==> src/logic/pcd_map.vh <==
// Bit positions and constants for the port C/D alternate override mux
`ifndef PCD_MAP_VH
`define PCD_MAP_VH
`define PCD_ZERO8 8'h00
`define PCD_ZERO5 5'h00
`define PCD_ONES8 8'hff
`define PCD_BIT0 0
`define PCD_BIT1 1
`define PCD_BIT2 2
`define PCD_BIT3 3
`define PCD_BIT4 4
`define PCD_BIT5 5
`define PCD_BIT6 6
`define PCD_BIT7 7
`endif

==> src/logic/pcd_override.v <==
// Port C and port D alternate-function override logic
`timescale 1ns/100ps
`include "pcd_map.vh"
// Notes on behaviour
// - Upper port C: timer compares, input enables
// - C2 input enable by source eleven only
// - D7 flow control: input, pull-up from port
// - Transmitter gated by sampled D7 level
// - D6 forced output carrying request-to-send
// - D5 clock direction follows direction bit
// - D5 clock only in synchronous mode
// - Transmitter forces D3 output, pull-up off
// - Receiver forces D2 input, feeds receive
// - D2 pull-up from port bit, disable qualified
// - D0 narrow compare B when direction set
// - Same D0 path carries PWM waveform
// - Port D feeds interrupts; input enables held
// - Global disable kills every pull-up
module pcd_override (
    input wire I_CLK, // System clock, 20 MHz
    input wire I_SRST, // Synchronous reset, active high
    input wire [7:0] I_PORTC, // Port C data register
    input wire [7:0] I_DDRC, // Port C direction register
    input wire [7:0] I_PORTD, // Port D data register
    input wire [7:0] I_DDRD, // Port D direction register
    input wire I_GLOBAL_PULLUP_DISABLE, // Global pull-up disable
    input wire [7:0] I_PINC, // Port C pad levels
    input wire [7:0] I_PIND, // Port D pad levels
    input wire I_WIDE_TIMER_COMPARE_A, // 16-bit timer compare A
    input wire I_WIDE_TIMER_COMPARE_A_EN, // Compare A output enable
    input wire I_WIDE_TIMER_COMPARE_B, // 16-bit timer compare B
    input wire I_WIDE_TIMER_COMPARE_B_EN, // Compare B output enable
    input wire I_NARROW_TIMER_COMPARE_B, // 8-bit timer compare B / PWM
    input wire I_NARROW_TIMER_COMPARE_B_EN, // 8-bit compare B output enable
    input wire I_EXT_IRQ_FOUR_EN, // External irq 4 enable
    input wire [3:0] I_PIN_CHANGE_C_EN, // Pin-change 8..11 enables
    input wire I_PIN_CHANGE_SRC_TWELVE_EN, // Pin-change 12 enable
    input wire [7:0] I_EXT_IRQ_D_EN, // External irq 0..7 enables
    input wire I_CTS_EN, // Transmit flow control active
    input wire I_RTS_EN, // Receive flow control active
    input wire I_RTS_OUT, // Request-to-send level from receiver
    input wire I_RTS_OUT_EN, // Request-to-send output enable
    input wire I_SERIAL_SYNC_MODE, // Serial port in synchronous mode
    input wire I_SERIAL_SYNC_CLOCK_OUT, // Serial clock to drive out
    input wire I_SERIAL_TX_ENABLE, // Transmitter enable
    input wire I_SERIAL_TX_LINE, // Transmit data
    input wire I_SERIAL_RX_ENABLE, // Receiver enable
    input wire I_COMPARATOR_NEG_EN, // Comparator negative input enable
    input wire I_COMPARATOR_POS_EN, // Comparator positive input enable
    output reg [7:0] O_PULLUP_C, // Port C pull-up on
    output reg [7:0] O_DIR_C, // Port C output enable
    output reg [7:0] O_OUT_C, // Port C driven value
    output reg [7:0] O_INPUT_EN_C, // Port C digital input enable
    output reg [7:0] O_PULLUP_D, // Port D pull-up on
    output reg [7:0] O_DIR_D, // Port D output enable
    output reg [7:0] O_OUT_D, // Port D driven value
    output reg [7:0] O_INPUT_EN_D, // Port D digital input enable
    output reg O_TX_ALLOW, // Transmitter may send
    output reg O_SERIAL_RX_LINE, // Receive data from pad
    output reg O_SERIAL_SYNC_CLOCK_IN, // Serial clock taken from pad
    output reg O_SERIAL_SYNC_CLOCK_DRIVE, // Device drives serial clock
    output reg [7:0] O_EXT_IRQ_D, // External irq 0..7 pad levels
    output reg O_EXT_IRQ_FOUR, // External irq 4 pad level
    output reg [4:0] O_PIN_CHANGE_C, // Pin-change 8..12 pad levels
    output reg O_NARROW_TIMER_COUNT_IN // 8-bit timer count input level
);

    // Override pairs per pin
    reg [7:0] pullup_override_en_c, pullup_override_val_c;
    reg [7:0] dir_override_en_c, dir_override_val_c;
    reg [7:0] out_value_override_en_c, out_value_override_val_c;
    reg [7:0] input_en_override_en_c, input_en_override_val_c;
    reg [7:0] pullup_override_en_d, pullup_override_val_d;
    reg [7:0] dir_override_en_d, dir_override_val_d;
    reg [7:0] out_value_override_en_d, out_value_override_val_d;
    reg [7:0] input_en_override_en_d, input_en_override_val_d;
    reg [7:0] pullup_c_d, dir_c_d, out_c_d, ien_c_d;
    reg [7:0] pullup_d_d, dir_d_d, out_d_d, ien_d_d;
    reg sync_clk_active; // Clock function owns D5

    // Select override where enabled, register value otherwise
    function [7:0] pick;
        input [7:0] en;
        input [7:0] ov;
        input [7:0] normal;
        begin
            pick = (en & ov) | (~en & normal);
        end
    endfunction

    // Port pull-up request: input with port bit set, not disabled
    function [7:0] pull_req;
        input [7:0] dir;
        input [7:0] port;
        input dis;
        begin
            pull_req = ~dir & port & {8{~dis}};
        end
    endfunction

    // Port C override table
    always @* begin
        pullup_override_en_c = `PCD_ZERO8;
        pullup_override_val_c = `PCD_ZERO8;
        dir_override_en_c = `PCD_ZERO8;
        dir_override_val_c = `PCD_ZERO8;
        out_value_override_en_c = `PCD_ZERO8;
        out_value_override_val_c = `PCD_ZERO8;
        input_en_override_en_c = `PCD_ZERO8;
        input_en_override_val_c = `PCD_ZERO8;
        out_value_override_en_c[`PCD_BIT6] = I_WIDE_TIMER_COMPARE_A_EN;
        out_value_override_val_c[`PCD_BIT6] = I_WIDE_TIMER_COMPARE_A;
        out_value_override_en_c[`PCD_BIT5] = I_WIDE_TIMER_COMPARE_B_EN;
        out_value_override_val_c[`PCD_BIT5] = I_WIDE_TIMER_COMPARE_B;
        input_en_override_en_c[`PCD_BIT7] = I_EXT_IRQ_FOUR_EN;
        input_en_override_en_c[`PCD_BIT6] = I_PIN_CHANGE_C_EN[0];
        input_en_override_en_c[`PCD_BIT5] = I_PIN_CHANGE_C_EN[1];
        input_en_override_en_c[`PCD_BIT4] = I_PIN_CHANGE_C_EN[2];
        // source eleven on C2; C1/C0 untouched
        input_en_override_en_c[`PCD_BIT2] = I_PIN_CHANGE_C_EN[3];
        input_en_override_val_c = input_en_override_en_c;
    end

    // Port D override table
    always @* begin
        sync_clk_active = I_SERIAL_SYNC_MODE;
        pullup_override_en_d = `PCD_ZERO8;
        pullup_override_val_d = `PCD_ZERO8;
        dir_override_en_d = `PCD_ZERO8;
        dir_override_val_d = `PCD_ZERO8;
        out_value_override_en_d = `PCD_ZERO8;
        out_value_override_val_d = `PCD_ZERO8;
        input_en_override_en_d = `PCD_ZERO8;
        input_en_override_val_d = `PCD_ZERO8;
        pullup_override_en_d[`PCD_BIT7] = I_CTS_EN;
        pullup_override_val_d[`PCD_BIT7] = I_PORTD[`PCD_BIT7] & ~I_GLOBAL_PULLUP_DISABLE;
        dir_override_en_d[`PCD_BIT7] = I_CTS_EN;
        pullup_override_en_d[`PCD_BIT6] = I_RTS_EN;
        dir_override_en_d[`PCD_BIT6] = I_RTS_EN;
        dir_override_val_d[`PCD_BIT6] = 1'b1;
        out_value_override_en_d[`PCD_BIT6] = I_RTS_OUT_EN;
        out_value_override_val_d[`PCD_BIT6] = I_RTS_OUT;
        out_value_override_en_d[`PCD_BIT5] = sync_clk_active & I_DDRD[`PCD_BIT5];
        out_value_override_val_d[`PCD_BIT5] = I_SERIAL_SYNC_CLOCK_OUT;
        pullup_override_en_d[`PCD_BIT3] = I_SERIAL_TX_ENABLE;
        dir_override_en_d[`PCD_BIT3] = I_SERIAL_TX_ENABLE;
        dir_override_val_d[`PCD_BIT3] = 1'b1;
        out_value_override_en_d[`PCD_BIT3] = I_SERIAL_TX_ENABLE;
        out_value_override_val_d[`PCD_BIT3] = I_SERIAL_TX_LINE;
        dir_override_en_d[`PCD_BIT2] = I_SERIAL_RX_ENABLE;
        // D2 pull-up still from port bit
        pullup_override_en_d[`PCD_BIT2] = I_SERIAL_RX_ENABLE;
        pullup_override_val_d[`PCD_BIT2] = I_PORTD[`PCD_BIT2] & ~I_GLOBAL_PULLUP_DISABLE;
        out_value_override_en_d[`PCD_BIT0] = I_NARROW_TIMER_COMPARE_B_EN & I_DDRD[`PCD_BIT0];
        out_value_override_val_d[`PCD_BIT0] = I_NARROW_TIMER_COMPARE_B;
        input_en_override_en_d = I_EXT_IRQ_D_EN;
        input_en_override_en_d[`PCD_BIT5] = I_EXT_IRQ_D_EN[`PCD_BIT5] | I_PIN_CHANGE_SRC_TWELVE_EN;
        input_en_override_val_d = `PCD_ONES8;
        // Comparator use switches digital input off
        input_en_override_en_d[`PCD_BIT2] = I_EXT_IRQ_D_EN[`PCD_BIT2] | I_COMPARATOR_NEG_EN;
        input_en_override_en_d[`PCD_BIT1] = I_EXT_IRQ_D_EN[`PCD_BIT1] | I_COMPARATOR_POS_EN;
        // interrupt beats comparator
        // An enabled interrupt must still see the pad, so it keeps the input on
        input_en_override_val_d[`PCD_BIT2] = ~I_COMPARATOR_NEG_EN | I_EXT_IRQ_D_EN[`PCD_BIT2];
        input_en_override_val_d[`PCD_BIT1] = ~I_COMPARATOR_POS_EN | I_EXT_IRQ_D_EN[`PCD_BIT1];
    end

    // Final pin controls
    always @* begin
        pullup_c_d = pick(pullup_override_en_c, pullup_override_val_c,
            pull_req(I_DDRC, I_PORTC, I_GLOBAL_PULLUP_DISABLE));
        dir_c_d = pick(dir_override_en_c, dir_override_val_c, I_DDRC);
        out_c_d = pick(out_value_override_en_c, out_value_override_val_c, I_PORTC);
        ien_c_d = pick(input_en_override_en_c, input_en_override_val_c, `PCD_ONES8);
        pullup_d_d = pick(pullup_override_en_d, pullup_override_val_d,
            pull_req(I_DDRD, I_PORTD, I_GLOBAL_PULLUP_DISABLE));
        dir_d_d = pick(dir_override_en_d, dir_override_val_d, I_DDRD);
        out_d_d = pick(out_value_override_en_d, out_value_override_val_d, I_PORTD);
        ien_d_d = pick(input_en_override_en_d, input_en_override_val_d, `PCD_ONES8);
    end

    // Registered outputs; one cycle behind the controls
    always @(posedge I_CLK) begin
        if (I_SRST) begin
            O_PULLUP_C <= `PCD_ZERO8;
            O_DIR_C <= `PCD_ZERO8;
            O_OUT_C <= `PCD_ZERO8;
            O_INPUT_EN_C <= `PCD_ZERO8;
            O_PULLUP_D <= `PCD_ZERO8;
            O_DIR_D <= `PCD_ZERO8;
            O_OUT_D <= `PCD_ZERO8;
            O_INPUT_EN_D <= `PCD_ZERO8;
            O_TX_ALLOW <= 1'b0;
            O_SERIAL_RX_LINE <= 1'b1;
            O_SERIAL_SYNC_CLOCK_IN <= 1'b0;
            O_SERIAL_SYNC_CLOCK_DRIVE <= 1'b0;
            O_EXT_IRQ_D <= `PCD_ZERO8;
            O_EXT_IRQ_FOUR <= 1'b0;
            O_PIN_CHANGE_C <= `PCD_ZERO5;
            O_NARROW_TIMER_COUNT_IN <= 1'b0;
        end else begin
            O_PULLUP_C <= pullup_c_d;
            O_DIR_C <= dir_c_d;
            O_OUT_C <= out_c_d;
            O_INPUT_EN_C <= ien_c_d;
            O_PULLUP_D <= pullup_d_d;
            O_DIR_D <= dir_d_d;
            O_OUT_D <= out_d_d;
            O_INPUT_EN_D <= ien_d_d;
            O_TX_ALLOW <= ~I_CTS_EN | ~I_PIND[`PCD_BIT7];
            O_SERIAL_RX_LINE <= I_SERIAL_RX_ENABLE ? I_PIND[`PCD_BIT2] : 1'b1;
            O_SERIAL_SYNC_CLOCK_IN <= sync_clk_active & ~I_DDRD[`PCD_BIT5] & I_PIND[`PCD_BIT5];
            O_SERIAL_SYNC_CLOCK_DRIVE <= sync_clk_active & I_DDRD[`PCD_BIT5];
            O_EXT_IRQ_D <= I_PIND & ien_d_d;
            O_EXT_IRQ_FOUR <= I_PINC[`PCD_BIT7] & ien_c_d[`PCD_BIT7];
            O_PIN_CHANGE_C <= {I_PIND[`PCD_BIT5] & ien_d_d[`PCD_BIT5],
                I_PINC[`PCD_BIT2], I_PINC[`PCD_BIT4], I_PINC[`PCD_BIT5], I_PINC[`PCD_BIT6]};
            O_NARROW_TIMER_COUNT_IN <= I_PIND[`PCD_BIT7];
        end
    end

endmodule // pcd_override

==> config.mk <==
export PLATFORM = sky130hd
export DESIGN_NAME = pcd_override
export DESIGN_NICKNAME = d
export VERILOG_FILES = /design/src/logic/pcd_override.v
export VERILOG_INCLUDE_DIRS = /design/src /design/src/logic
export SDC_FILE = /design/constraint.sdc
export NUM_CORES = 1
export LEC_CHECK = 0
export BUFFER_PORTS_ARGS = -buffer_cell sky130_fd_sc_hd__buf_2
export CORE_ASPECT_RATIO = 0.75
export CORE_MARGIN = 2
export CORE_UTILIZATION = 38
export DETAILED_ROUTE_END_ITERATION = 8
export HOLD_SLACK_MARGIN = 0.05
export PLACE_DENSITY = 0.85
export SETUP_SLACK_MARGIN = 0.2
export SKIP_CTS_REPAIR_TIMING = 1
export SLEW_MARGIN = 30
export SYNTH_ARGS = -nofsm -noshare
export SYNTH_HDL_FRONTEND = slang
export SYNTH_SLANG_ARGS = --single-unit
==> constraint.sdc <==
create_clock -name I_CLK -period 0.8 [get_ports I_CLK]
set_input_delay 0.08 -clock I_CLK [delete_from_list [all_inputs] [get_ports I_CLK]]
set_output_delay 0.08 -clock I_CLK [all_outputs]
set_load 0.05 [all_outputs]
======== Word-level counts from Yosys, hierarchy flattened ========
Index checks and enable logic that the tools add are counted.
operators by class
  $add $sub $neg .......................... 0
  $mul .................................... 0
  div/mod/pow operators ................... 0
  $lt $le $gt $ge ......................... 0
  equality and inequality tests ........... 0
  shift operators ......................... 0
  multiplexer cells ....................... 0
  bitwise gates (word level) .............. 48
  reductions and logical operators ........ 1
operators by type and width
  operator                             count
  8-bit AND                            12
  8-bit inverter                       5
  7-bit by 8-bit OR with 8-bit output  3
  8-bit OR                             3
  7-bit inverter with 8-bit output     2
  7-bit AND                            2
  1-bit AND                            8
  1-bit inverter                       7
  1-bit OR                             6
  2-bit OR reduction                   1
storage, ports and cells
  register bits ........................... 83
  latch bits .............................. 0
  memory bits (writable) .................. 0
  ROM bits ................................ 0
  bits of input ports ..................... 82
  output and inout bits ................... 83
  word-level logic and storage cells ...... 65
  memories ................................ 0

======== Logic depth before layout (Yosys ltp) ========
Gate-level depths: netlist of the first run.
  depth after elaboration ................. 5
  gate-level depth with buffers ........... 4
  gate-level depth less buffers ........... 2

======== Least setup slack after synthesis of the first run ========
Ideal clock, no wire load.
  path type ............................... register to output
  from .................................... register, netlist name O_INPUT_EN_C[6]
  to ...................................... output port O_INPUT_EN_C[1]
  data arrival time ....................... 1,123 ps
  data required time ...................... 720 ps
  setup slack ............................. -403 ps
  stages on the path, launching flop included .. 2
  path buffers ............................ 1
  path through ............................ dfxtp_1 -> buf_4
RTL lines
  what           line               source
  end, declared  pcd_override.v:53  output reg [7:0] O_INPUT_EN_C,

==> impl_metrics.env, run 1 <==
export IMPL_worstHoldPathType="in2reg"
export IMPL_violations="hold timing, setup timing"
export IMPL_cp_arrival_ns=0.98
export IMPL_clk_pin_slew_ns=0.08
export IMPL_area_growth_pct=87.7
export IMPL_nets=412
export IMPL_syn_area_um2=2080
export IMPL_seq_area_um2=1450
export IMPL_critPathSlowestCell="dfxtp_4"
export IMPL_place_congestion=0.707
export IMPL_ys_seq_elements=68
export IMPL_layout_setup_ws_ns=-0.262
export IMPL_gr_total_overflow=0
export IMPL_met2_usage_pct=27.3
export IMPL_final_cell_mix="66 x buf_2, 65 x dfxtp_2, 57 x buf_8, 28 x nor2b_1, 21 x buf_4"
export IMPL_ys_warn_count=0
export IMPL_setup_viol=84
export IMPL_layout_commonest_cell="buf_2"
export IMPL_met1_usage_pct=14.7
export IMPL_cts_root_buf="clkbuf_8"
export IMPL_dieArea_um2=6080
export IMPL_worst_endpoint_required_ns=0.72
export IMPL_syn_inst=175
export IMPL_period_needed_ns=1.06
export IMPL_drcViolationCount=0
export IMPL_cp_max_fo=14
export IMPL_hold_slack_ns=-0.0967
export IMPL_slew_violations=0
export IMPL_grt_max_degree=17
export IMPL_fp_dieW_um=89.4
export IMPL_core_region_area_um2=5300
export IMPL_path_cells="buf_4"
export IMPL_place_inst=386
export IMPL_crit_path_end="O_INPUT_EN_D[7]"
export IMPL_synth_cell_type_count=20
export IMPL_cp_depth=1
export IMPL_critPathMaxStageDelay_ns=0.42
export IMPL_drt_iter0_drc=48
export IMPL_grt_pass1_wl_um=6710
export IMPL_cts_tree="built"
export IMPL_synth_area_top_cells="dfxtp_1 66%, nor2b_1 8.4%, buf_4 5.8%"
export IMPL_power_density_nw_per_um2=2150
export IMPL_num_vias=1783
export IMPL_tightest_slew_ns=0.286
export IMPL_drt_wirelength_per_cell_um=16.0
export IMPL_cp_buffers_inverters=1
export IMPL_grt_usage_pct=14.9
export IMPL_place_area_um2=2930
export IMPL_layoutNonFillerInstCount=410
export IMPL_cp_top_family="flip-flops"
export IMPL_rsz0062_at_grt="true"
export IMPL_dpl_worst_slack_ns=-0.0950
export IMPL_start_util_pct=39.2
export IMPL_hpwl_um=3840
export IMPL_num_rows=23
export IMPL_synth_seq_area_share_pct=65.5
export IMPL_place_port_buffers=149
export IMPL_crit_start="O_INPUT_EN_C[6]"
export IMPL_avgSynthCellArea_um2=11.9
export IMPL_die_h_um=68.0
export IMPL_dr_pass1_iters=4
export IMPL_drive_gt1_share_pct=74.3
export IMPL_max_freq_mhz=941
export IMPL_io_pins=165
export IMPL_htree_levels=3
export IMPL_slew_headroom_pct=80.9
export IMPL_hold_violations=41
export IMPL_cts_buffers_inserted=9
export IMPL_routed_wl_um=6570
export IMPL_finalCritPeriodShare_pct=133
export IMPL_startpoint_type="flip-flop"
export IMPL_timing_max_cap_violations=0
export IMPL_status="finished with violations"
export IMPL_fin_util_pct=73.6
export IMPL_diodes=0
export IMPL_cts_sinks=68
export IMPL_gr_usage_met3_pct=6.27
export IMPL_p_leak_nw=1.83
export IMPL_multi_input_area_um2=546
export IMPL_nFillCells=350
export IMPL_vdd_drop_max_v=0.00141
export IMPL_netlist_top_cell_by_area="dfxtp_1"
export IMPL_final_area_um2=3900
export IMPL_antenna_found_initial=0
export IMPL_grt_busiest_layer="met2"
export IMPL_synthesis_nets=257
export IMPL_via_per_inst=4.35
export IMPL_cts_path_max_buffers=2
export IMPL_synth_top_area_share_pct=65.5
export IMPL_grt_pass1_vias=1547
export IMPL_crit_path_end_kind="primary output"
export IMPL_ant_nets=0
export IMPL_worstSetupPathType="reg2out"
## registers in the layout (all words and copies together) (netlist names), 2 cells and up
signal,flops
O_OUT_D,8
O_PULLUP_D,8
O_PIN_CHANGE_C,4
O_EXT_IRQ_D,8
O_DIR_C,8
O_DIR_D,8
O_OUT_C,8
O_PULLUP_C,8
O_INPUT_EN_D,2
## cell families after synthesis
logic type,share of synthesized area [%]
AOI/OAI and AO/OA,2.89
buffers and inverters,8.19
and+or+nand+nor,21.4
muxes,1.93
DFF,65.5
## worst min path at each step
stage	startpoint	endpoint	depth (start not counted)
2_1_floorplan	I_DDRC[5]	O_PULLUP_C[5]	1
3_3_place_gp	I_DDRC[0]	O_PULLUP_C[0]	2
3_5_place_dp	I_DDRC[0]	O_PULLUP_C[0]	2
4_1_cts	I_DDRC[0]	O_PULLUP_C[0]	2
5_1_grt	I_DDRC[2]	O_PULLUP_C[2]	2
6_report	I_DDRC[0]	O_PULLUP_C[0]	2
## per-layer routing
layer	vias up	wire, um
li1	852	-
met1	818	2000
met2	95	3850
met3	18	523
met4	0	201
met5	-	0
## where the power goes
part / total (W) / internal, W / switching, W / leakage, nW
registers: 0.00369 / 0.00358 / 0.000119 / 0.584
logic: 0.00175 / 0.000731 / 0.00102 / 1.14
clock network: 0.00292 / 0.00150 / 0.00143 / 0.107
## through the flow
step / setup TNS (ns) / total power [W]
floorplan: 0 / 0.00470
global placement: -0.599 / 0.00503
detailed placement: -1.01 / 0.00506
CTS: -17.98 / 0.00792
global route: -13.36 / 0.00863
finish: -10.67 / 0.00836
## area by class of cell
cell class	count	share of cell area, %
clock buffer	9	3.18
clock inverter	7	2.12
inverter	5	0.482
multi-input combinational	81	14.0
sequential	68	37.3
tap	75	2.41
timing repair buffer	165	40.5
## cells in the mapped netlist
library cell / n
and3_1: 4
nor2_1: 11
nor2b_1: 28
dfxtp_1: 68
and2b_1: 5
nor3b_1: 7
and3b_1: 1
a21bo_2: 2
nand2b_1: 2
buf_6: 1
buf_4: 16
a211oi_1: 2
nor3b_2: 5
buf_2: 4
a21oi_1: 5
inv_1: 5
and2_1: 1
mux2i_1: 4
nand3_1: 3
or2_4: 1
Power figures use the tool's default switching activity.
==> inputs of run 2 (changes only) <==
--- a/config.mk
+++ b/config.mk
@@ -7,9 +7,11 @@
 export NUM_CORES = 1
 export LEC_CHECK = 0
 export BUFFER_PORTS_ARGS = -buffer_cell sky130_fd_sc_hd__buf_2
+export CELL_PAD_IN_SITES_DETAIL_PLACEMENT = 0
+export CELL_PAD_IN_SITES_GLOBAL_PLACEMENT = 2
 export CORE_ASPECT_RATIO = 0.75
 export CORE_MARGIN = 2
-export CORE_UTILIZATION = 38
+export CORE_UTILIZATION = 21
 export DETAILED_ROUTE_END_ITERATION = 8
 export HOLD_SLACK_MARGIN = 0.05
 export PLACE_DENSITY = 0.85
==> run 2 against run 1 <==
Net effect:
- the flow still finishes with violations (hold timing, setup timing)
- total power rose by 9.4%
- routed wire length decreased by 11%
- first-iteration DRC count grew 4.2%
- critical endpoint is now O_INPUT_EN_C[1]
==> impl_metrics.env, run 2 (synthesis results as in run 1) <==
export IMPL_worstHoldPathType="in2reg"
export IMPL_cts_tree="built"
export IMPL_cp_depth=1
export IMPL_start_util_pct=21.6
export IMPL_routed_wl_um=5880
export IMPL_startpoint_type="flip-flop"
export IMPL_cp_buffers_inverters=1
export IMPL_antenna_found_initial=0
export IMPL_final_cell_mix="66 x buf_2, 65 x dfxtp_2, 43 x buf_8, 28 x nor2b_1, 26 x buf_6"
export IMPL_cp_top_family="flip-flops"
export IMPL_cts_buffers_inserted=9
export IMPL_max_freq_mhz=958
export IMPL_vdd_drop_max_v=0.000946
export IMPL_grt_busiest_layer="met2"
export IMPL_rsz0062_at_grt="true"
export IMPL_timing_max_cap_violations=0
export IMPL_clk_pin_slew_ns=0.05
export IMPL_via_per_inst=3.67
export IMPL_cts_path_max_buffers=2
export IMPL_layoutNonFillerInstCount=463
export IMPL_grt_max_degree=15
export IMPL_num_rows=31
export IMPL_worstSetupPathType="reg2out"
export IMPL_drt_iter0_drc=50
export IMPL_place_inst=444
export IMPL_critPathSlowestCell="dfxtp_4"
export IMPL_status="finished with violations"
export IMPL_core_region_area_um2=9620
export IMPL_tightest_slew_ns=0.185
export IMPL_htree_levels=3
export IMPL_io_pins=165
export IMPL_p_leak_nw=1.83
export IMPL_hold_slack_ns=-0.0825
export IMPL_critPathMaxStageDelay_ns=0.41
export IMPL_grt_usage_pct=10.2
export IMPL_seqPwrFrac_pct=40.3
export IMPL_diodes=0
export IMPL_grt_pass1_wl_um=8270
export IMPL_cp_arrival_ns=0.96
export IMPL_met1_usage_pct=11.9
export IMPL_drive_gt1_share_pct=75.5
export IMPL_cts_sinks=68
export IMPL_nets=408
export IMPL_power_density_nw_per_um2=2310
export IMPL_p_int_w=0.00668
export IMPL_crit_path_end_kind="primary output"
export IMPL_ant_nets=0
export IMPL_die_h_um=90.1
export IMPL_gr_total_overflow=0
export IMPL_hold_violations=44
export IMPL_met2_usage_pct=15.2
export IMPL_num_vias=1700
export IMPL_gr_usage_met3_pct=5.39
export IMPL_area_growth_pct=90.7
export IMPL_worst_endpoint_required_ns=0.72
export IMPL_drt_wirelength_per_cell_um=12.7
export IMPL_grt_pass1_vias=1621
export IMPL_drcViolationCount=0
export IMPL_layout_setup_ws_ns=-0.244
export IMPL_clkPwrFrac_pct=41.2
export IMPL_crit_path_end="O_INPUT_EN_C[1]"
export IMPL_dr_pass1_iters=4
export IMPL_slew_headroom_pct=87.6
export IMPL_violations="hold timing, setup timing"
export IMPL_crit_start="O_INPUT_EN_C[6]"
export IMPL_cts_root_buf="clkbuf_16"
export IMPL_finalCritPeriodShare_pct=130
export IMPL_path_cells="buf_4"
export IMPL_switching_share_pct=27.1
export IMPL_place_congestion=0.706
export IMPL_setup_viol=84
export IMPL_dieArea_um2=10700
export IMPL_fp_dieW_um=119
export IMPL_hpwl_um=4270
export IMPL_layout_commonest_cell="buf_2"
export IMPL_place_port_buffers=149
export IMPL_switching_power_w=0.00248
export IMPL_combPwrFrac_pct=18.5
export IMPL_slew_violations=0
export IMPL_cp_max_fo=14
export IMPL_period_needed_ns=1.04
==> run 2: metal layers <==
metal  wire length (um)  up-vias
met1               2320      771
met4                123        0
met2               2980       76
li1                   -      843
met3                462       10
met5                  0        -
==> run 2: power groups by stage <==
| stage | Clock, W | Combinational [W] | Sequential (W) |
|---|---|---|---|
| 2_1_floorplan | 0 | 0.000405 | 0.00429 |
| 3_3_place_gp | 0 | 0.00138 | 0.00369 |
| 3_5_place_dp | 0 | 0.00138 | 0.00370 |
| 4_1_cts | 0.00389 | 0.00138 | 0.00362 |
| 5_1_grt | 0.00404 | 0.00177 | 0.00371 |
| 6_report | 0.00377 | 0.00169 | 0.00369 |
==> run 2: worst min path at each step <==
| stage | slack, ns | endpoint | from | cells after the start |
|---|---|---|---|---|
| after floorplan | 0.14 | O_PULLUP_C[5] | I_DDRC[5] | 1 |
| after CTS | -0.1 | O_PULLUP_C[1] | I_DDRC[1] | 2 |
| after global routing | -0.10 | O_PULLUP_C[3] | I_DDRC[3] | 2 |
| after detailed placement | 0.25 | O_PULLUP_C[3] | I_DDRC[3] | 2 |
| final | -0.08 | O_PULLUP_C[3] | I_DDRC[3] | 2 |
| after global placement | 0.25 | O_PULLUP_C[2] | I_DDRC[2] | 2 |
==> run 2: stage by stage <==
stage / setup WS, ns / total power [W] / cell area, um2 / utilization (%) / setup TNS, ns
finish: -0.244 / 0.00915 / 3960 / 41.2 / -8.55
global route: -0.303 / 0.00951 / 3960 / 41.2 / -11.79
CTS: -0.291 / 0.00890 / 3290 / 34.2 / -16.60
detailed placement: -0.126 / 0.00508 / 3010 / 31.3 / -0.960
global placement: -0.0808 / 0.00507 / 3010 / 31.3 / -0.417
floorplan: 0.00234 / 0.00470 / 2190 / - / 0
==> run 2: area by class of cell <==
cell class,count,area (um2)
Sequential cell,68,1450
Inverter,5,18.8
Clock buffer,11,233
Multi-Input combinational cell,81,553
Clock inverter,5,52.6
Tap cell,132,165
Fill cell,936,5660
Timing Repair Buffer,161,1480
